[src/design/rcc_regs.svh]
// register offsets, field positions and reset values of the rate converter
// control bank; included by the package and the design files, definitions only
`ifndef RCC_REGS_SVH
`define RCC_REGS_SVH

`define RCC_ADDR_W        16
`define RCC_OFS_C1_RATE   16'ha400
`define RCC_OFS_C1_PATH   16'ha404
`define RCC_OFS_C2_RATE   16'ha510
`define RCC_OFS_C2_PATH   16'ha514
`define RCC_RATE_HI_MSB   31
`define RCC_RATE_HI_LSB   27
`define RCC_RATE_LO_MSB   15
`define RCC_RATE_LO_LSB   11
`define RCC_UP_LSB        8
`define RCC_DOWN_LSB      0
`define RCC_RATE_W        5
`define RCC_RATE_RST      5'h00
`define RCC_PATH_RST      4'h0
`define RCC_RATE_MAX      5'h03

`endif

[src/design/rcc_pkg.sv]
// types shared by the rate converter control bank
// assumes rcc_regs.svh gives the field widths
`include "rcc_regs.svh"

package rcc_pkg;

  typedef logic [`RCC_RATE_W-1:0] rcc_rate_t;

  // register decode result
  typedef enum logic [2:0]
  {
    RCC_SEL_NONE    = 3'h0,
    RCC_SEL_C1_RATE = 3'h1,
    RCC_SEL_C1_PATH = 3'h2,
    RCC_SEL_C2_RATE = 3'h3,
    RCC_SEL_C2_PATH = 3'h4
  } rcc_sel_t;

endpackage : rcc_pkg

[src/design/rcc_conv_ctl.sv]
// one converter's path enable set, with the clock check admission
// assumes writes arrive as one-cycle strobes on the system clock
`timescale 1ns/1ps
`include "rcc_regs.svh"

module rcc_conv_ctl #(
  parameter int NPATH = 4
) (
  input  wire logic             clk,
  input  wire logic             rst_n,
  input  wire logic             wr,
  input  wire logic [NPATH-1:0] up_wdata,
  input  wire logic [NPATH-1:0] down_wdata,
  input  wire logic             clk_ok,
  output logic      [NPATH-1:0] up_on,
  output logic      [NPATH-1:0] down_on,
  output logic                  refused
);

  logic [NPATH-1:0] up_q;
  logic [NPATH-1:0] up_d;
  logic [NPATH-1:0] down_q;
  logic [NPATH-1:0] down_d;
  logic             ref_q;
  logic             ref_d;

  // refuse path counts that the field layout cannot hold
  if (NPATH < 1 || NPATH > 4)
  begin : g_bad_npath
    $error("rcc_conv_ctl: NPATH must be 1 to 4");
  end

  ////////////////////////////////////////////////////////////////////////
  // new enables only admitted while the clock suffices; old ones can still be cleared
  always_comb
  begin
    up_d   = up_q;
    down_d = down_q;
    ref_d  = 1'b0;  // refusal flag lasts one cycle only
    if (wr)
    begin
      up_d   = clk_ok ? up_wdata : (up_wdata & up_q);
      down_d = clk_ok ? down_wdata : (down_wdata & down_q);
      ref_d  = !clk_ok && (|(up_wdata & ~up_q) ||
                           |(down_wdata & ~down_q));
    end
  end

  // enable state, zero after reset
  always_ff @(posedge clk)
  begin
    if (!rst_n)
    begin
      up_q   <= '0;
      down_q <= '0;
      ref_q  <= 1'b0;
    end
    else
    begin
      up_q   <= up_d;
      down_q <= down_d;
      ref_q  <= ref_d;
    end
  end

  assign up_on   = up_q;   // 1 runs the path, 0 holds it off
  assign down_on = down_q;
  assign refused = ref_q;

endmodule : rcc_conv_ctl

[src/design/rcc_bank.sv]
// control register bank for two synchronous rate converters
// assumes a plain register port on clk; clk_ok from the clock checker
//
// Design decision made here: the plain strobed port.
`timescale 1ns/1ps
`include "rcc_regs.svh"

module rcc_bank #(
  parameter int C1_PATHS = 4,
  parameter int C2_PATHS = 2
) (
  input  wire logic                   clk,
  input  wire logic                   rst_n,
  input  wire logic [`RCC_ADDR_W-1:0] reg_addr,
  input  wire logic [31:0]            reg_wdata,
  input  wire logic                   reg_wr,
  input  wire logic                   reg_rd,
  output logic      [31:0]            reg_rdata,
  input  wire logic                   clk_ok,
  output rcc_pkg::rcc_rate_t          conv1_low_rate,
  output rcc_pkg::rcc_rate_t          conv1_high_rate,
  output rcc_pkg::rcc_rate_t          conv2_low_rate,
  output rcc_pkg::rcc_rate_t          conv2_high_rate,
  output logic      [C1_PATHS-1:0]    conv1_up_path_on,
  output logic      [C1_PATHS-1:0]    conv1_down_path_on,
  output logic      [C2_PATHS-1:0]    conv2_up_path_on,
  output logic      [C2_PATHS-1:0]    conv2_down_path_on,
  output logic                        enable_refused
);

  rcc_pkg::rcc_sel_t  sel;
  rcc_pkg::rcc_rate_t c1_lo_q;
  rcc_pkg::rcc_rate_t c1_lo_d;
  rcc_pkg::rcc_rate_t c1_hi_q;
  rcc_pkg::rcc_rate_t c1_hi_d;
  rcc_pkg::rcc_rate_t c2_lo_q;
  rcc_pkg::rcc_rate_t c2_lo_d;
  rcc_pkg::rcc_rate_t c2_hi_q;
  rcc_pkg::rcc_rate_t c2_hi_d;
  logic [31:0]        rdata_q;
  logic [31:0]        rdata_d;
  logic               c1_ref;
  logic               c2_ref;
  logic               wr_c1p;
  logic               wr_c2p;

  // refuse any path counts other than the 4 and 2 that the field layout fixes
  if (C1_PATHS != 4 || C2_PATHS != 2)
  begin : g_bad_paths
    $error("rcc_bank: field layout needs 4 and 2 paths");
  end

  ////////////////////////////////////////////////////////////////////////
  // address decode; anything else is unmapped
  always_comb
  begin
    case (reg_addr)
      `RCC_OFS_C1_RATE: sel = rcc_pkg::RCC_SEL_C1_RATE;
      `RCC_OFS_C1_PATH: sel = rcc_pkg::RCC_SEL_C1_PATH;
      `RCC_OFS_C2_RATE: sel = rcc_pkg::RCC_SEL_C2_RATE;
      `RCC_OFS_C2_PATH: sel = rcc_pkg::RCC_SEL_C2_PATH;
      default:          sel = rcc_pkg::RCC_SEL_NONE;
    endcase
  end

  assign wr_c1p = reg_wr && (sel == rcc_pkg::RCC_SEL_C1_PATH);
  assign wr_c2p = reg_wr && (sel == rcc_pkg::RCC_SEL_C2_PATH);

  ////////////////////////////////////////////////////////////////////////
  // rate select next values; stored as written, field order per converter
  always_comb
  begin
    c1_lo_d = c1_lo_q;
    c1_hi_d = c1_hi_q;
    c2_lo_d = c2_lo_q;
    c2_hi_d = c2_hi_q;
    if (reg_wr && sel == rcc_pkg::RCC_SEL_C1_RATE)
    begin
      c1_lo_d = reg_wdata[`RCC_RATE_HI_MSB:`RCC_RATE_HI_LSB];
      c1_hi_d = reg_wdata[`RCC_RATE_LO_MSB:`RCC_RATE_LO_LSB];
    end
    if (reg_wr && sel == rcc_pkg::RCC_SEL_C2_RATE)
    begin
      c2_hi_d = reg_wdata[`RCC_RATE_HI_MSB:`RCC_RATE_HI_LSB];
      c2_lo_d = reg_wdata[`RCC_RATE_LO_MSB:`RCC_RATE_LO_LSB];
    end
  end

  // rate select registers
  always_ff @(posedge clk)
  begin
    if (!rst_n)
    begin
      c1_lo_q <= `RCC_RATE_RST;
      c1_hi_q <= `RCC_RATE_RST;
      c2_lo_q <= `RCC_RATE_RST;
      c2_hi_q <= `RCC_RATE_RST;
    end
    else
    begin
      c1_lo_q <= c1_lo_d;
      c1_hi_q <= c1_hi_d;
      c2_lo_q <= c2_lo_d;
      c2_hi_q <= c2_hi_d;
    end
  end

  ////////////////////////////////////////////////////////////////////////
  // path enables of each converter
  rcc_conv_ctl #(
    .NPATH (C1_PATHS)
  ) u_conv1 (
    .clk        (clk),
    .rst_n      (rst_n),
    .wr         (wr_c1p),
    .up_wdata   (reg_wdata[`RCC_UP_LSB+C1_PATHS-1:`RCC_UP_LSB]),
    .down_wdata (reg_wdata[`RCC_DOWN_LSB+C1_PATHS-1:`RCC_DOWN_LSB]),
    .clk_ok     (clk_ok),
    .up_on      (conv1_up_path_on),
    .down_on    (conv1_down_path_on),
    .refused    (c1_ref)
  );

  rcc_conv_ctl #(
    .NPATH (C2_PATHS)
  ) u_conv2 (
    .clk        (clk),
    .rst_n      (rst_n),
    .wr         (wr_c2p),
    .up_wdata   (reg_wdata[`RCC_UP_LSB+C2_PATHS-1:`RCC_UP_LSB]),
    .down_wdata (reg_wdata[`RCC_DOWN_LSB+C2_PATHS-1:`RCC_DOWN_LSB]),
    .clk_ok     (clk_ok),
    .up_on      (conv2_up_path_on),
    .down_on    (conv2_down_path_on),
    .refused    (c2_ref)
  );

  ////////////////////////////////////////////////////////////////////////
  // read mux; unassigned bits and unmapped addresses read zero
  always_comb
  begin
    rdata_d = 32'h0000_0000;
    if (reg_rd)
    begin
      case (sel)
        rcc_pkg::RCC_SEL_C1_RATE:
        begin
          rdata_d[`RCC_RATE_HI_MSB:`RCC_RATE_HI_LSB] = c1_lo_q;
          rdata_d[`RCC_RATE_LO_MSB:`RCC_RATE_LO_LSB] = c1_hi_q;
        end
        rcc_pkg::RCC_SEL_C1_PATH:
        begin
          rdata_d[`RCC_UP_LSB+C1_PATHS-1:`RCC_UP_LSB] = conv1_up_path_on;
          rdata_d[`RCC_DOWN_LSB+C1_PATHS-1:`RCC_DOWN_LSB] =
            conv1_down_path_on;
        end
        rcc_pkg::RCC_SEL_C2_RATE:
        begin
          rdata_d[`RCC_RATE_HI_MSB:`RCC_RATE_HI_LSB] = c2_hi_q;
          rdata_d[`RCC_RATE_LO_MSB:`RCC_RATE_LO_LSB] = c2_lo_q;
        end
        rcc_pkg::RCC_SEL_C2_PATH:
        begin
          rdata_d[`RCC_UP_LSB+C2_PATHS-1:`RCC_UP_LSB] = conv2_up_path_on;
          rdata_d[`RCC_DOWN_LSB+C2_PATHS-1:`RCC_DOWN_LSB] =
            conv2_down_path_on;
        end
        default: rdata_d = 32'h0000_0000;
      endcase
    end
  end

  // read data register, valid the cycle after the strobe
  always_ff @(posedge clk)
  begin
    if (!rst_n)
      rdata_q <= 32'h0000_0000;
    else
      rdata_q <= rdata_d;
  end

  assign reg_rdata       = rdata_q;
  assign conv1_low_rate  = c1_lo_q;
  assign conv1_high_rate = c1_hi_q;
  assign conv2_low_rate  = c2_lo_q;
  assign conv2_high_rate = c2_hi_q;
  assign enable_refused  = c1_ref | c2_ref; // pulse after refused write

endmodule : rcc_bank

[config.mk]
export PLATFORM = sky130hd
export DESIGN_NAME = rcc_bank
export DESIGN_NICKNAME = d
export VERILOG_FILES = /design/src/design/rcc_pkg.sv /design/src/design/rcc_conv_ctl.sv /design/src/design/rcc_bank.sv
export VERILOG_INCLUDE_DIRS = /design/src /design/src/design
export SDC_FILE = /design/constraint.sdc
export NUM_CORES = 1
export LEC_CHECK = 0
export ABC_AREA = 0
export BUFFER_PORTS_ARGS = -buffer_cell sky130_fd_sc_hd__buf_2
export CELL_PAD_IN_SITES_DETAIL_PLACEMENT = 0
export CELL_PAD_IN_SITES_GLOBAL_PLACEMENT = 1
export CORE_MARGIN = 1.5
export CORE_UTILIZATION = 31
export DETAILED_ROUTE_END_ITERATION = 6
export HOLD_SLACK_MARGIN = 0.08
export PLACE_DENSITY_LB_ADDON = 0.1
export SLEW_MARGIN = 20
export SYNTH_ARGS = -nofsm -noshare
export SYNTH_HDL_FRONTEND = slang
export SYNTH_SLANG_ARGS = --single-unit
export TNS_END_PERCENT = 50
[constraint.sdc]
create_clock -name clk -period 2.3 [get_ports clk]
set_clock_uncertainty 0.2 [all_clocks]
set_input_delay 0 -clock clk [delete_from_list [all_inputs] [get_ports clk]]
set_output_delay 0 -clock clk [all_outputs]
set_load 0.01 [all_outputs]
==> results list <==
- The flow ran to the end, and the final reports show no timing, DRC or antenna violations.
- Of all nets on the critical path, the largest fanout is 8.
- The number of antenna violations at the first check in global routing came to 0.
* Clock network fraction of total power: 39.1%
* Wire length on met2: 2610 um
- The region available for standard cell placement spans 0.00679 mm^2.
- The worst register-to-register path has a depth of 4.
- In this run the critical register-to-register path is launched from u_conv2.down_on[1]$_SDFFE_PN0P_.
- TritonCTS clock tree: built
- Summed over all layers, the global routing overflow is 0.
- The critical path ends at u_conv1.down_on[0]$_SDFFE_PN0P_.
* Final non-filler cell area: 0.00308 mm^2
- The worst setup path is captured at a flip-flop.
* Share of synthesized cell area in full adder, half adder and majority cells: 0%
- For flop-to-flop paths, the worst setup slack is 0.76 ns.
* Worst path max stage delay: 0.62 ns
* Number of register bits inferred by synthesis: 51
- Netlist cell types: 32
* Sw Ratio: 21.9%
* Highest metal used: met4
- Slowest-stage cell, CP: sky130_fd_sc_hd__dlygate4sd3_1
* Arrival time reported for the critical path endpoint: 2.24 ns
- The die covers 0.00752 mm^2.
- Standard-cell row count: 30
- Synthesized instance count: 227
* Overall die height: 86.7 um
- The worst setup path is launched from a primary input.
- Io pins: 118
* Multiplexer fraction of the synthesized cell area: 9.22%
- Port buffer count: 87
* Number of nets in the finished design: 398
- Yosys printed 0 warnings.
- The analysis attributes to cell leakage a power of 1.39 nW.
* Capture instance of the worst register-to-register path: u_conv2.refused$_SDFF_PN0_
* Area growth from synthesis to layout: 41.8%
- Max-cap violations in this run came to 0.
- Routed length per instance: 13.3 um
- Total routed wirelength: 5870 um
- Global Route Usage Sum: 16.1%
- For this design the ratio of total power to cell area is 540 mW/mm^2.
* X dimension of the die: 86.7 um
- Cell area after technology mapping: 0.00217 mm^2
- Starting DRC count in detailed routing: 111
* Number of diodes: 0
- Final Hold Viols: 0
- The H-tree was split into 2 levels.
- Post-placement cell area: 0.00263 mm^2
- Summing the areas of all compound-gate instances in the mapped netlist gives 12.6% of the synthesized area.
- Gpl congestion: 0.760
- Fraction of layout instances using a drive strength above 1: 35.3%
- Worst-skew pair later-pin latency: 0.30 ns
* Worst-path cell chain: buf_2 -> or4_4 -> dlygate4sd3_1 -> nor4_4 -> and3_2 -> o221a_2
- Ranking of synthesized cells by area: sky130_fd_sc_hd__dfxtp_1 (47%), sky130_fd_sc_hd__mux2i_1 (9.2%), sky130_fd_sc_hd__buf_4 (6.2%)
- Time the worst path needs with I/O delays and setup: 2.19 ns
* Required time of the critical path: 2.35 ns
- VDD sags by at most 217 uV.
- Initial standard-cell utilization of the core: 32.0%
- Bufs on Longest Clock Path: 2
* Number of clock sinks seen by CTS: 51
- TritonCTS Buffers: 5
- The synthesized design contains 0 enable-type register cells.
* Switching power summed over all nets: 0.364 mW
* Maximum achievable frequency: 456 MHz
- In the synthesized netlist the dominant register cell turns out to be sky130_fd_sc_hd__dfxtp_1.
- Clock edge transition at the registers on the reported setup and hold paths: 0.08 ns
- Final period util: 95.4%
- In the routed design, unresolved DRC markers number 0.
- Crit path launch: reg_addr[9]
- Combinational cells account for 7.8% of the total power.
- Synth Area in Simple Gates: 20.3%
- Detailed placement finished with a half-perimeter wire length of 4030 um.
- Setup violations remaining at the end of the flow were counted as 0.
* First-pass GRT wire length: 9380 um
* Sequential power share: 53.1%
- Detailed routing placed a total of 309 um of wire on met3.
- The min-delay analysis places its worst path in the category in -> reg.
* Most frequent cells after synthesis: sky130_fd_sc_hd__dfxtp_1 (51), sky130_fd_sc_hd__nand2_1 (34), sky130_fd_sc_hd__mux2i_1 (20), sky130_fd_sc_hd__nand3_1 (20), sky130_fd_sc_hd__buf_4 (18)
* Met1 wire length: 2850 um
- Cell Int Power: 1.30 mW
* Average footprint of a synthesized cell: 9.57 um^2
- The cell sitting at the root of the clock tree is a sky130_fd_sc_hd__clkbuf_8.
* Share of flip-flops with an asynchronous set or reset after synthesis: 0%
* Sequential area share after synthesis: 47.0%
- Final Max Slew Viols: 0
- Using the TritonRoute via totals, the vias-per-cell ratio works out to 4.60.
* Dominant combinational cell family by area after synthesis: simple AND/OR/NAND/NOR gates
- Setup repair after global routing missed its margin: no
- Xor-xnor portion of the synthesized cell area: 0%
* Largest net degree at the start of global routing: 25
* Number of nets with antenna violations after detailed routing: 0
- By startpoint and endpoint, the worst setup path is classified as in -> reg.
- Fraction of post-synthesis cell area in the top cell type by area: 47.0%
- In this run the post-CTS setup repair buffer count came out at 0.
- For this run, the detailed router's first-pass iteration total came to 5.
- Area leader, netlist: sky130_fd_sc_hd__dfxtp_1
- Dominant cell by count in the synthesized netlist: sky130_fd_sc_hd__dfxtp_1
* Fin Setup TNS: 0 ns
- The final route contains 2032 vias.
* Number of global-route vias before repair: 1889
==> cells in the final DEF (no fill, tap or decap), types with 2 or more instances in the layout <==
master                          count
sky130_fd_sc_hd__dfxtp_1           51
sky130_fd_sc_hd__nor4_4             2
sky130_fd_sc_hd__o221a_2           12
sky130_fd_sc_hd__nor2_1             7
sky130_fd_sc_hd__dlygate4sd3_1     32
sky130_fd_sc_hd__o22ai_1            6
sky130_fd_sc_hd__conb_1            15
sky130_fd_sc_hd__and3_1             7
sky130_fd_sc_hd__buf_4              7
sky130_fd_sc_hd__and4_1             2
sky130_fd_sc_hd__nand2_1           33
sky130_fd_sc_hd__inv_1              8
sky130_fd_sc_hd__mux2i_1           20
sky130_fd_sc_hd__a22oi_1            4
sky130_fd_sc_hd__nand3_1           20
sky130_fd_sc_hd__buf_2             86
sky130_fd_sc_hd__clkbuf_8           6
sky130_fd_sc_hd__a21oi_1           10
==> power groups by stage <==
stage	clock network [mW]	registers, mW	logic [mW]
after global routing	0.701	0.882	0.144
after CTS	0.671	0.882	0.128
after floorplan	0	0.903	0.0650
after global placement	0	0.903	0.0940
after detailed placement	0	0.903	0.0947
final	0.650	0.882	0.129
==> kinds of logic (layout without fill, tap and decap cells) <==
logic type,after synthesis,count (layout)
muxes,20,20
AOI/OAI and AO/OA,35,35
and+or+nand+nor,83,83
DFF,51,51
other,1,15
buffers and inverters,37,142
==> metal layers <==
layer  up-vias  GRT usage (%)
li1       1009              -
met5         -              0
met3        10           3.05
met1       939           22.9
met2        74           24.5
met4         0           5.43
==> sequential cells by signal, indices dropped and copies added, names as in the netlist <==
| signal | cells |
|---|---|
| reg_rdata | 17 |
| u_conv2.up_on | 2 |
| conv2_low_rate | 5 |
| conv1_low_rate | 5 |
| conv1_high_rate | 5 |
| conv2_high_rate | 5 |
| u_conv1.up_on | 4 |
| u_conv1.refused | 1 |
| u_conv2.refused | 1 |
| u_conv1.down_on | 4 |
| u_conv2.down_on | 2 |
==> what timing repair did <==
action,4_1_cts,5_1_grt
endpoints found under the hold margin,51,0
gates resized for setup,0,4
hold buffers,32,0
endpoints found under the setup margin,0,11
==> area by class of cell <==
| class | instances | area (um^2) |
|---|---|---|
| Tap cell | 96 | 120 |
| Multi-Input combinational cell | 153 | 980 |
| Timing Repair Buffer | 126 | 811 |
| Clock inverter | 2 | 35.0 |
| Fill cell | 705 | 3710 |
| Inverter | 8 | 30.0 |
| Sequential cell | 51 | 1020 |
| Clock buffer | 6 | 82.6 |
==> through the flow <==
| step | utilization (%) | hold WS, ns | setup slack [ns] | power [mW] | instances |
|---|---|---|---|---|---|
| 6_report | 45.3 | 0.0891 | 0.106 | 1.66 | 442 |
| 3_5_place_dp | 38.7 | 0.0848 | 0.284 | 0.998 | 402 |
| 2_1_floorplan | - | -0.0717 | 0.551 | 0.968 | 241 |
| 4_1_cts | 45.2 | 0.0894 | 0.0197 | 1.68 | 442 |
| 5_1_grt | 45.3 | 0.0994 | 0.00430 | 1.73 | 442 |
| 3_3_place_gp | 38.7 | 0.0859 | 0.316 | 0.997 | 402 |
==> worst min-delay path by stage <==
stage | to | startpoint | cells after the start | slack (ns)
after CTS | reg_rdata[9]$_SDFF_PN0_ | reg_addr[0] | 5 | 0.09
final | reg_rdata[0]$_SDFF_PN0_ | reg_addr[0] | 5 | 0.09
after global routing | reg_rdata[9]$_SDFF_PN0_ | reg_addr[0] | 5 | 0.1
after global placement | reg_rdata[11]$_SDFF_PN0_ | reg_rd | 3 | 0.09
after detailed placement | reg_rdata[11]$_SDFF_PN0_ | reg_rd | 3 | 0.08
after floorplan | reg_rdata[11]$_SDFF_PN0_ | reg_rd | 2 | -0.07
==> critical path: cells and delay by family <==
| family | cells | cell delay (ns) |
|---|---|---|
| AOI/OAI and AO/OA | 1 | 0.21 |
| buffers and inverters | 2 | 0.72 |
| and+or+nand+nor | 3 | 1.31 |
(Power assumes the default switching activity.)
